[src/hw/scsi_pkg.sv]
`default_nettype none
package scsi_pkg;

  // register byte offsets
  localparam logic [4:0] SCSI_OFS_CTRL = 5'h00;
  localparam logic [4:0] SCSI_OFS_SIG = 5'h04;
  localparam logic [4:0] SCSI_OFS_STATE = 5'h08;
  localparam logic [4:0] SCSI_OFS_IRQ_STAT = 5'h0c;
  localparam logic [4:0] SCSI_OFS_IRQ_MASK = 5'h10;

  // operating mode codes held in the control register
  localparam logic [1:0] SCSI_MODE_INIT = 2'h0;
  localparam logic [1:0] SCSI_MODE_PROGRAM = 2'h1;
  localparam logic [1:0] SCSI_MODE_RUN = 2'h2;
  localparam logic [1:0] SCSI_MODE_DEBUG = 2'h3;

  // interrupt event bit positions
  localparam int SCSI_EV_STOP_ERR = 0;
  localparam int SCSI_EV_FATAL = 1;
  localparam int SCSI_EV_CONN_UP = 2;
  localparam int SCSI_EV_BITS = 3;

  // reset values
  localparam logic [8:0] SCSI_CTRL_RESET = 9'h000;
  localparam logic [7:0] SCSI_SIG_RESET = 8'h00;
  localparam logic [2:0] SCSI_IRQ_RESET = 3'h0;

  // blink timing: half period in ms at a 100 ns clock
  localparam longint SCSI_BLINK_HALF_MS = 1000;
  localparam longint SCSI_CLK_PERIOD_NS = 100;
  localparam longint SCSI_BLINK_CYCLES = SCSI_BLINK_HALF_MS * 64'd1000000 / SCSI_CLK_PERIOD_NS;

  // segment patterns, bit order g f e d c b a, active high
  localparam logic [6:0] SCSI_SEG_DASH = 7'h40;
  localparam logic [6:0] SCSI_SEG_BLANK = 7'h00;

  // control word written by the safety firmware
  typedef struct packed {
    logic conn_pending; // originator connections still opening
    logic sig_ok;       // signature confirmed
    logic valid_stored; // validated data in non-volatile memory
    logic local_err;    // local program error, program keeps going
    logic stop_err;     // program error that stopped everything
    logic fatal;        // fatal fault
    logic debug_run;    // program running while in debug mode
    logic [1:0] mode;   // operating mode code
  } scsi_ctrl_type;

  typedef struct packed {
    logic err_red;
    logic run_green;
    logic debug_yellow;
    logic valid_yellow;
  } scsi_leds_type;

  typedef struct packed {
    logic [6:0] hi;
    logic [6:0] lo;
  } scsi_digits_type;

  typedef enum logic [1:0] {
    SCSI_ST_INIT = 2'b01,
    SCSI_ST_READY = 2'b10
  } scsi_run_state_type;

  // hex digit to segments
  function automatic logic [6:0] scsi_hex7(input logic [3:0] v);
    case (v)
      4'h0: scsi_hex7 = 7'h3f;
      4'h1: scsi_hex7 = 7'h06;
      4'h2: scsi_hex7 = 7'h5b;
      4'h3: scsi_hex7 = 7'h4f;
      4'h4: scsi_hex7 = 7'h66;
      4'h5: scsi_hex7 = 7'h6d;
      4'h6: scsi_hex7 = 7'h7d;
      4'h7: scsi_hex7 = 7'h07;
      4'h8: scsi_hex7 = 7'h7f;
      4'h9: scsi_hex7 = 7'h6f;
      4'ha: scsi_hex7 = 7'h77;
      4'hb: scsi_hex7 = 7'h7c;
      4'hc: scsi_hex7 = 7'h39;
      4'hd: scsi_hex7 = 7'h5e;
      4'he: scsi_hex7 = 7'h79;
      default: scsi_hex7 = 7'h71;
    endcase
  endfunction

endpackage
`default_nettype wire

[src/hw/scsi_indicators.sv]
`default_nettype none
module scsi_indicators
  import scsi_pkg::*;
#(
  parameter longint BLINK_CYCLES = SCSI_BLINK_CYCLES
)(
  input wire logic sys_clk,                // 10 MHz system clock
  input wire logic nrst,                   // async reset, active low
  input wire logic [4:0] avs_address,      // byte address
  input wire logic avs_read,               // read request
  input wire logic avs_write,              // write request
  input wire logic [31:0] avs_writedata,   // write data
  input wire logic [3:0] avs_byteenable,   // byte lanes
  output logic [31:0] avs_readdata,        // read data, registered
  output logic avs_waitrequest,            // stall until answer
  output logic irq,                        // level interrupt
  output scsi_leds_type leds,              // four front lamps
  output scsi_digits_type digits           // two seven-segment digits
);

  ////////////////////////////////////////////////////////////////////////////
  // reset release through two flops

  logic rst_meta;
  logic rst_n;

  // async assert, sync release so every flop leaves reset on one edge
  always_ff @(posedge sys_clk or negedge nrst)
  begin
    if (!nrst)
    begin
      rst_meta <= 1'b0;
      rst_n <= 1'b0;
    end
    else
    begin
      rst_meta <= 1'b1;
      rst_n <= rst_meta;
    end
  end

  ////////////////////////////////////////////////////////////////////////////
  // state

  typedef struct packed {
    logic [23:0] blink_cnt;
    logic blink;
    scsi_run_state_type run_st;
    scsi_ctrl_type ctrl;
    logic [7:0] sig;
    logic [SCSI_EV_BITS-1:0] irq_stat;
    logic [SCSI_EV_BITS-1:0] irq_mask;
    logic ack;
    logic [31:0] rdata;
    scsi_leds_type leds;
    scsi_digits_type digits;
  } scsi_state_type;

  scsi_state_type s;
  scsi_state_type next_s;

  // merge write data into an old word under byte enables
  function automatic logic [31:0] scsi_merge(input logic [31:0] old_v,
                                             input logic [31:0] new_v,
                                             input logic [3:0] be);
    logic [31:0] r;
    r = old_v;
    for (int i = 0; i < 4; i++)
    begin
      if (be[i])
      begin
        r[i*8 +: 8] = new_v[i*8 +: 8];
      end
    end
    return r;
  endfunction

  ////////////////////////////////////////////////////////////////////////////
  // next state

  always_comb
  begin
    logic [31:0] w;
    logic stb;
    logic [SCSI_EV_BITS-1:0] ev;
    logic [SCSI_EV_BITS-1:0] clr;
    scsi_ctrl_type c;
    logic dig_on;
    w = 32'h0;
    stb = 1'b0;
    ev = '0;
    clr = '0;
    c = s.ctrl;
    dig_on = 1'b0;
    next_s = s;

    // shared 1 s on / 1 s off divider
    if (s.blink_cnt == 24'(BLINK_CYCLES - 1))
    begin
      next_s.blink_cnt = 24'h0;
      next_s.blink = ~s.blink;
    end
    else
    begin
      next_s.blink_cnt = s.blink_cnt + 24'h1;
    end

    // bus slave: one wait cycle, answer on the second edge
    stb = (avs_read | avs_write) & ~s.ack;
    next_s.ack = stb;
    if (stb && avs_read)
    begin
      case (avs_address)
        SCSI_OFS_CTRL: next_s.rdata = {23'h0, s.ctrl};
        SCSI_OFS_SIG: next_s.rdata = {24'h0, s.sig};
        SCSI_OFS_STATE: next_s.rdata = {25'h0, s.run_st, s.blink, s.leds};
        SCSI_OFS_IRQ_STAT: next_s.rdata = {29'h0, s.irq_stat};
        SCSI_OFS_IRQ_MASK: next_s.rdata = {29'h0, s.irq_mask};
        default: next_s.rdata = 32'h0;
      endcase
    end
    if (stb && avs_write)
    begin
      case (avs_address)
        SCSI_OFS_CTRL:
        begin
          w = scsi_merge({23'h0, s.ctrl}, avs_writedata, avs_byteenable);
          c = w[8:0];
        end
        SCSI_OFS_SIG:
        begin
          w = scsi_merge({24'h0, s.sig}, avs_writedata, avs_byteenable);
          next_s.sig = w[7:0];
        end
        SCSI_OFS_IRQ_STAT:
        begin
          if (avs_byteenable[0])
          begin
            clr = avs_writedata[SCSI_EV_BITS-1:0];
          end
        end
        SCSI_OFS_IRQ_MASK:
        begin
          if (avs_byteenable[0])
          begin
            next_s.irq_mask = avs_writedata[SCSI_EV_BITS-1:0];
          end
        end
        default: next_s.irq_mask = s.irq_mask;
      endcase
    end
    next_s.ctrl = c;

    // events from control changes; a set in the clearing cycle wins
    ev[SCSI_EV_STOP_ERR] = c.stop_err & ~s.ctrl.stop_err;
    ev[SCSI_EV_FATAL] = c.fatal & ~s.ctrl.fatal;
    ev[SCSI_EV_CONN_UP] = ~c.conn_pending & s.ctrl.conn_pending;
    next_s.irq_stat = (s.irq_stat & ~clr) | ev;

    // init phase ends once RUN or PROGRAM is reached, never returns
    case (s.run_st)
      SCSI_ST_INIT:
      begin
        if (c.mode == SCSI_MODE_RUN || c.mode == SCSI_MODE_PROGRAM)
        begin
          next_s.run_st = SCSI_ST_READY;
        end
      end
      SCSI_ST_READY: next_s.run_st = SCSI_ST_READY;
      default: next_s.run_st = SCSI_ST_INIT;
    endcase

    // red program error lamp, stop error ahead of local error
    if (c.stop_err)
    begin
      next_s.leds.err_red = 1'b1;
    end
    else if (c.local_err)
    begin
      next_s.leds.err_red = next_s.blink;
    end
    else
    begin
      next_s.leds.err_red = 1'b0;
    end

    // green run lamp
    if (c.fatal)
    begin
      next_s.leds.run_green = 1'b0;
    end
    else if (next_s.run_st == SCSI_ST_INIT)
    begin
      next_s.leds.run_green = next_s.blink;
    end
    else
    begin
      next_s.leds.run_green = (c.mode == SCSI_MODE_RUN) ||
                              (c.mode == SCSI_MODE_DEBUG && c.debug_run);
    end

    // yellow lamps; a fatal fault kills both
    next_s.leds.debug_yellow = (c.mode == SCSI_MODE_DEBUG) & ~c.fatal;
    next_s.leds.valid_yellow = c.valid_stored & ~c.fatal;

    // digits go dark in the off phase while connections are pending
    dig_on = ~c.conn_pending | next_s.blink;
    if (!dig_on)
    begin
      next_s.digits = {SCSI_SEG_BLANK, SCSI_SEG_BLANK};
    end
    else if (!c.sig_ok)
    begin
      next_s.digits = {SCSI_SEG_DASH, SCSI_SEG_DASH};
    end
    else
    begin
      next_s.digits = {scsi_hex7(next_s.sig[7:4]), scsi_hex7(next_s.sig[3:0])};
    end
  end

  ////////////////////////////////////////////////////////////////////////////
  // registers

  // all lamps and digits come up dark from reset
  always_ff @(posedge sys_clk or negedge rst_n)
  begin
    if (!rst_n)
    begin
      s.blink_cnt <= 24'h0;
      s.blink <= 1'b0;
      s.run_st <= SCSI_ST_INIT;
      s.ctrl <= SCSI_CTRL_RESET;
      s.sig <= SCSI_SIG_RESET;
      s.irq_stat <= SCSI_IRQ_RESET;
      s.irq_mask <= SCSI_IRQ_RESET;
      s.ack <= 1'b0;
      s.rdata <= 32'h0;
      s.leds <= '0;
      s.digits <= '0;
    end
    else
    begin
      s <= next_s;
    end
  end

  ////////////////////////////////////////////////////////////////////////////
  // outputs

  // waitrequest is combinational so a request is held exactly one extra cycle
  assign avs_waitrequest = (avs_read | avs_write) & ~s.ack;
  assign avs_readdata = s.rdata;
  assign irq = |(s.irq_stat & s.irq_mask);
  assign leds = s.leds;
  assign digits = s.digits;

endmodule
`default_nettype wire

[config.mk]
export PLATFORM = sky130hd
export DESIGN_NAME = scsi_indicators
export DESIGN_NICKNAME = d
export VERILOG_FILES = /design/src/hw/scsi_pkg.sv /design/src/hw/scsi_indicators.sv
export SDC_FILE = /design/constraint.sdc
export NUM_CORES = 1
export LEC_CHECK = 0
export BUFFER_PORTS_ARGS = -buffer_cell sky130_fd_sc_hd__buf_4
export CORE_MARGIN = 4
export CORE_UTILIZATION = 57
export DETAILED_ROUTE_END_ITERATION = 6
export MAX_ROUTING_LAYER = met4
export PLACE_DENSITY = 0.83
export SLEW_MARGIN = 20
export SYNTH_ARGS = -nofsm -noshare
export SYNTH_HDL_FRONTEND = slang
export SYNTH_SLANG_ARGS = --single-unit
[constraint.sdc]
create_clock -name sys_clk -period 3.5 [get_ports sys_clk]
set_input_delay 1.05 -clock sys_clk [delete_from_list [all_inputs] [get_ports sys_clk]]
set_output_delay 1.05 -clock sys_clk [all_outputs]
set_load 0.01 [all_outputs]
==> metrics.txt, run 1 <==
unrepaired setup endpoints after global routing=false; CTS clk-pin slew, worst paths=0.09 ns; synth top area cells=dfrtp_1, buf_4, ha_1; register area share after synthesis=a little over two fifths; Global Route Usage Sum=a little over a fifth; Worst Hold Class=flop to asynchronous set/reset pin; TritonCTS Sinks=80; Port Buffer Count=between 40 and 50; DRT iter0 DRCs=237; worst-skew pair later-pin latency=~0.35 ns; clk buf depth=2; Congestion Overflow GR=0; placed inst area=4920 um^2; Slew Limit Fails=0; worst relative slew slack=just over 60%; DR vias/cell=roughly 5.7; routed len/inst=16.7 um; Final Net Count=about 560; CP Max Fanout=17; Synth Instances=466; crit share post-route=between 80% and 90%; final clock skew=0.0134 ns; HPWL Detailed=7.37 mm; top cells by count, synth=dfrtp_1, buf_4, nor2_1; WS Path Type=primary input to flop; Worst EP arrival=~3.4 ns; # setup viols final=0; boundary pin count=97; Util after Layout=65.6%; Area growth syn-to-layout=9.63%; unique cell type count in the Yosys netlist=72; Routed Antenna Nets=0; n_diodes=0; DR pass1 iterations=5; first-pass GRT wire length=16.4 mm; CTS resizes=0; Synth area leader=dfrtp_1; Top FF cell, synth=dfrtp_1; die width=~100 um; Setup TNS=0 ns; total placed cells including tap cells=587; Die Y=about 99 um; gpl congestion=approximately 0.91; Data required, critical path=3.77 ns; syn avg cell area=10.1 um^2; count leader, synth=dfrtp_1; total CTS buffers=9; Hold Fails Final Rpt=0; Crit. End Element=flop; die area=9800 um^2; starting density of the core=approximately three fifths; synthesized cell area=4720 um^2; share of cells above drive strength 1=22.9%; run status=finished, final reports clean; vias post-DR=3,437; Post-CTS Setup Inserts=0; Routed Wire Length=10.1 mm; worst hold margin=between 0.2 and 0.3 ns; pwr dens=roughly 430 nW/um^2; CP startpoint kind=primary input; FP Rows=32; fmax=roughly 320 MHz; Slew @ Worst Pin=0.566 ns; share of flip-flops with an asynchronous set or reset=100%; H-tree level count=3; core box area=7890 um^2; Max Cap Violations=0; vias in the first global route=3,385; number of antenna violations at the first check in global routing=0; hold_buf cts=0; DR DRC count=0; Lkg Pwr=2.55 nW; Post-Layout Inst Area=5170 um^2; number of synthesized flops with an enable pin=0; yosys synthesis warning count=0; CTS Root Buffer Type=clkbuf_8; Synth top area share=41.9%; flops & latches, synth=80; largest net degree at the start of global routing=79; Peak supply drop=0.188 mV; CTS tree=yes; clock period minus worst slack=between 3 and 4 ns; Post-Layout Cell Count=604
## cell families (layout without fill, tap and decap cells)
kind of cell	Yosys count	count (layout)	synth area share [%]
simple gates	147	147	18.5
flops	80	80	42.5
mux	26	26	6.02
compound gates	82	82	11.9
xor+xnor	26	26	4.83
other cells	2	24	0.159
buf+inv	87	101	11.9
fa+ha+maj	16	16	4.24
## routing by layer
| metal | up-vias | part of all wire [%] | wire [um] | GRT usage [%] |
|---|---|---|---|---|
| met5 | - | 0 | 0 | - |
| met4 | 0 | 1.6 | 164 | 7.04 |
| met3 | 14 | 6.2 | 629 | 4.39 |
| met2 | 124 | 52 | 5270 | 36.5 |
| met1 | 1682 | 40 | 4000 | 25.5 |
| li1 | 1617 | - | - | - |
## layout make-up
type                            count  area (um^2)
Clock buffer                       11          141
Fill cell                         599         2720
Clock inverter                      5         80.1
Multi-Input combinational cell    321         2240
Tap cell                          102          128
Sequential cell                    80         2010
Timing Repair Buffer               61          478
Inverter                           24          103
## sequential cells by signal (all words and copies together), names as in the netlist
name	cells
digits	14
rst_n	1
s	51
avs_readdata	9
leds	4
rst_meta	1
## per-stage QoR
step | setup slack [ns] | power [W]
after global routing | 0.211 | 0.00236
after detailed placement | 0.0873 | 0.00150
after CTS | 0.480 | 0.00225
after floorplan | 0.0950 | 0.00140
final | 0.414 | 0.00225
after global placement | 0.234 | 0.00149
## where the power goes
group / leakage [nW] / total (W) / internal [W] / switching [W]
Clock: 0.106 / 0.000749 / 0.000420 / 0.000328
Sequential: 1.07 / 0.00105 / 0.000993 / 0.0000588
Combinational: 1.37 / 0.000445 / 0.000195 / 0.000251
Total: 2.55 / 0.00225 / 0.00161 / 0.000638
## worst paths after layout
path	cells after the start	startpoint	slack, ns	to
setup reg to reg	8	s[50]	0.92	digits[5]
min in group sys_clk	0	rst_meta	0.37	rst_n
hold / removal	0	rst_n	0.27	leds[2]
hold reg to reg	0	rst_n	0.27	leds[2]
setup / recovery	10	avs_address[2]	0.41	leds[2]
max in group asynchronous	1	rst_n	2.65	s[80]
## worst max-delay path: stages
cell      delay (ns)
buf_4           0.19
nor4_4          0.28
nand4b_1        0.30
o21ai_0         0.35
ha_1            0.32
o21ai_0         0.19
a21oi_1         0.12
a21oi_1         0.25
a211oi_1        0.08
a211oi_1        0.21
## layout by cell type, fill, tap and decap left out, types with 4 or more instances in the layout
cell type  Yosys  layout
ha_1          16      16
nand2_1       27      27
nor4_1         4       4
dfrtp_1       79      78
inv_1         20      20
mux2_2         9       9
nor3_1         9       9
o21ai_0       27      27
xor2_1        13      13
buf_4         53      60
nor2b_1       11      11
nand4_1       10      10
and4_1         5       5
clkbuf_8       0      10
and3_1         6       6
conb_1         2      24
a31oi_1        5       5
a211oi_1       4       4
nand4b_1       4       4
nor2_1        36      36
nand3_1        6       6
mux2i_1       14      14
a21oi_1       18      18
nand2b_1       4       4
xnor2_1       13      13
Power figures use the tool's default switching activity.
==> run 2, diff against run 1 <==
--- a/config.mk
+++ b/config.mk
@@ -5,12 +5,14 @@
 export SDC_FILE = /design/constraint.sdc
 export NUM_CORES = 1
 export LEC_CHECK = 0
-export BUFFER_PORTS_ARGS = -buffer_cell sky130_fd_sc_hd__buf_4
+export ABC_AREA = 0
 export CORE_MARGIN = 4
 export CORE_UTILIZATION = 57
+export CTS_BUF_LIST = sky130_fd_sc_hd__clkbuf_8
 export DETAILED_ROUTE_END_ITERATION = 6
+export DONT_BUFFER_PORTS = 1
 export MAX_ROUTING_LAYER = met4
-export PLACE_DENSITY = 0.83
+export PLACE_DENSITY = 0.72
 export SLEW_MARGIN = 20
 export SYNTH_ARGS = -nofsm -noshare
 export SYNTH_HDL_FRONTEND = slang
==> metrics.txt, run 2 (same netlist as run 1, synthesis figures left out) <==
run status=finished, final reports clean; Post-CTS Setup Inserts=0 (unchanged); Crit. End Element=flop; Final Net Count=506 (-9.3%); clk buf depth=2 (unchanged); first-pass GRT wire length=16.0 mm (-2.1%); number of antenna violations at the first check in global routing=0 (unchanged); pwr dens=429 nW/um^2 (-1.1%); Util after Layout=60.0% (-5.5 points); Routed Wire Length=9.60 mm (-4.7%); routed len/inst=17.4 um (+4.3%); clock period minus worst slack=3.03 ns (-0.0544 ns); met2 wire length=4.74 mm (-10%); CP startpoint kind=primary input; die area=9800 um^2 (unchanged); Port Buffer Count=0 (-100%); multi-input logic area=2240 um^2 (unchanged); TritonCTS Sinks=80 (unchanged); Data required, critical path=3.77 ns (about the same); FP Rows=32 (unchanged); FF/Latch Area=2010 um^2 (unchanged); crit share post-route=86.6% (-1.6 points); Die Y=99.0 um (unchanged); unrepaired setup endpoints after global routing=false; largest net degree at the start of global routing=79 (unchanged); Max Cap Violations=0 (unchanged); max reg flops=51 (unchanged); boundary pin count=97 (unchanged); metal3 WL=570 um (-9.4%); worst relative slew slack=61.9% (+0.20 points); Worst EP arrival=3.30 ns (-0.06 ns); WS Path Type=primary input to flop; CTS clk-pin slew, worst paths=0.09 ns (about the same); Worst Hold Class=flop to asynchronous set/reset pin; total CTS buffers=9 (unchanged); DR DRC count=0 (unchanged); Slew Limit Fails=0 (unchanged); share of cells above drive strength 1=13.8% (-9.1 points); Global Route Usage Sum=20.9% (-0.60 points); uppermost layer routed=met4; gpl congestion=0.878 (-3.4%); Setup TNS=0 ns (unchanged); HPWL Detailed=7.11 mm (-3.4%); Fill cells=637 (+6.3%); most common cell after layout, fill and taps aside=dfrtp_1; Largest Register=s; WL met1=4.20 mm (+4.8%); CTS Root Buffer Type=clkbuf_8; # setup viols final=0 (unchanged); DRT iter0 DRCs=184 (-22%); Peak supply drop=0.206 mV (+9.5%); Hold Fails Final Rpt=0 (unchanged); most frequent cells in the layout=dfrtp_1, nor2_1, nand2_1, o21ai_0, conb_1; fmax=330 MHz (+1.8%); hold_buf cts=0 (unchanged); vias post-DR=3,191 (-7.2%); Routed Antenna Nets=0 (unchanged); final clock skew=0.0166 ns (+0.00318 ns); Post-Layout Cell Count=552 (-8.6%); Area growth syn-to-layout=0.371%; Lkg Pwr=2.28 nW (-11%); CP Max Fanout=11 (-6); total placed cells including tap cells=535 (-8.9%); die width=99.0 um (unchanged); CTS resizes=0 (unchanged); n_diodes=0 (unchanged); vias in the first global route=3,225 (-4.7%); H-tree level count=3 (unchanged); DR pass1 iterations=4 (-1); core box area=7890 um^2 (unchanged); Congestion Overflow GR=0 (unchanged); starting density of the core=59.8% (unchanged); DR vias/cell=5.78 (+1.6%); CTS tree=yes; Slew @ Worst Pin=0.563 ns (-0.00294 ns); worst-skew pair later-pin latency=0.36 ns (about the same)
-- run 2: cell type report --
class	instances	area share, %
timing repair buffer	9	1.85
tap	102	2.69
clock buffer	10	2.91
inverter	24	2.17
sequential	80	42.4
multi-input combinational	321	47.2
clock inverter	6	0.793
-- run 2: per-layer routing --
layer  vias up  GRT usage, %
met5         -             -
met4         0          5.67
li1       1511             -
met3        11          5.45
met2        88          33.6
met1      1581          26.2
-- run 2: power breakdown --
part,internal [W],switching [W]
clock network,0.000273,0.000349
registers,0.000994,0.0000755
logic,0.000143,0.000200
-- run 2: final timing paths --
path	cells after the start	slack, ns	start	to
worst min-delay path	0	0.23	rst_n	leds[2]
worst max register to register	8	0.77	s[50]	digits[5]
min in group sys_clk	0	0.36	rst_meta	rst_n
worst max-delay path	9	0.47	avs_address[3]	leds[2]
worst min register to register	0	0.23	rst_n	leds[2]
max in group asynchronous	1	2.68	rst_n	digits[1]
-- run 2: metrics by stage --
step / instance area, um^2 / hold slack [ns] / setup WS, ns / power [W]
2_1_floorplan: 4800 / 0.331 / 0.0950 / 0.00140
3_3_place_gp: 4530 / 0.338 / 0.221 / 0.00141
3_5_place_dp: 4530 / 0.341 / 0.123 / 0.00142
4_1_cts: 4710 / 0.360 / 0.512 / 0.00204
5_1_grt: 4740 / 0.286 / 0.347 / 0.00215
6_report: 4740 / 0.235 / 0.468 / 0.00203
-- run 2: worst max-delay path: stages --
cell and delay, ns:
nor4_4 0.27, nand4b_1 0.35, o21ai_0 0.46, ha_1 0.35, o21ai_0 0.18, a21oi_1 0.10
a21oi_1 0.23, a211oi_1 0.09, a211oi_1 0.23
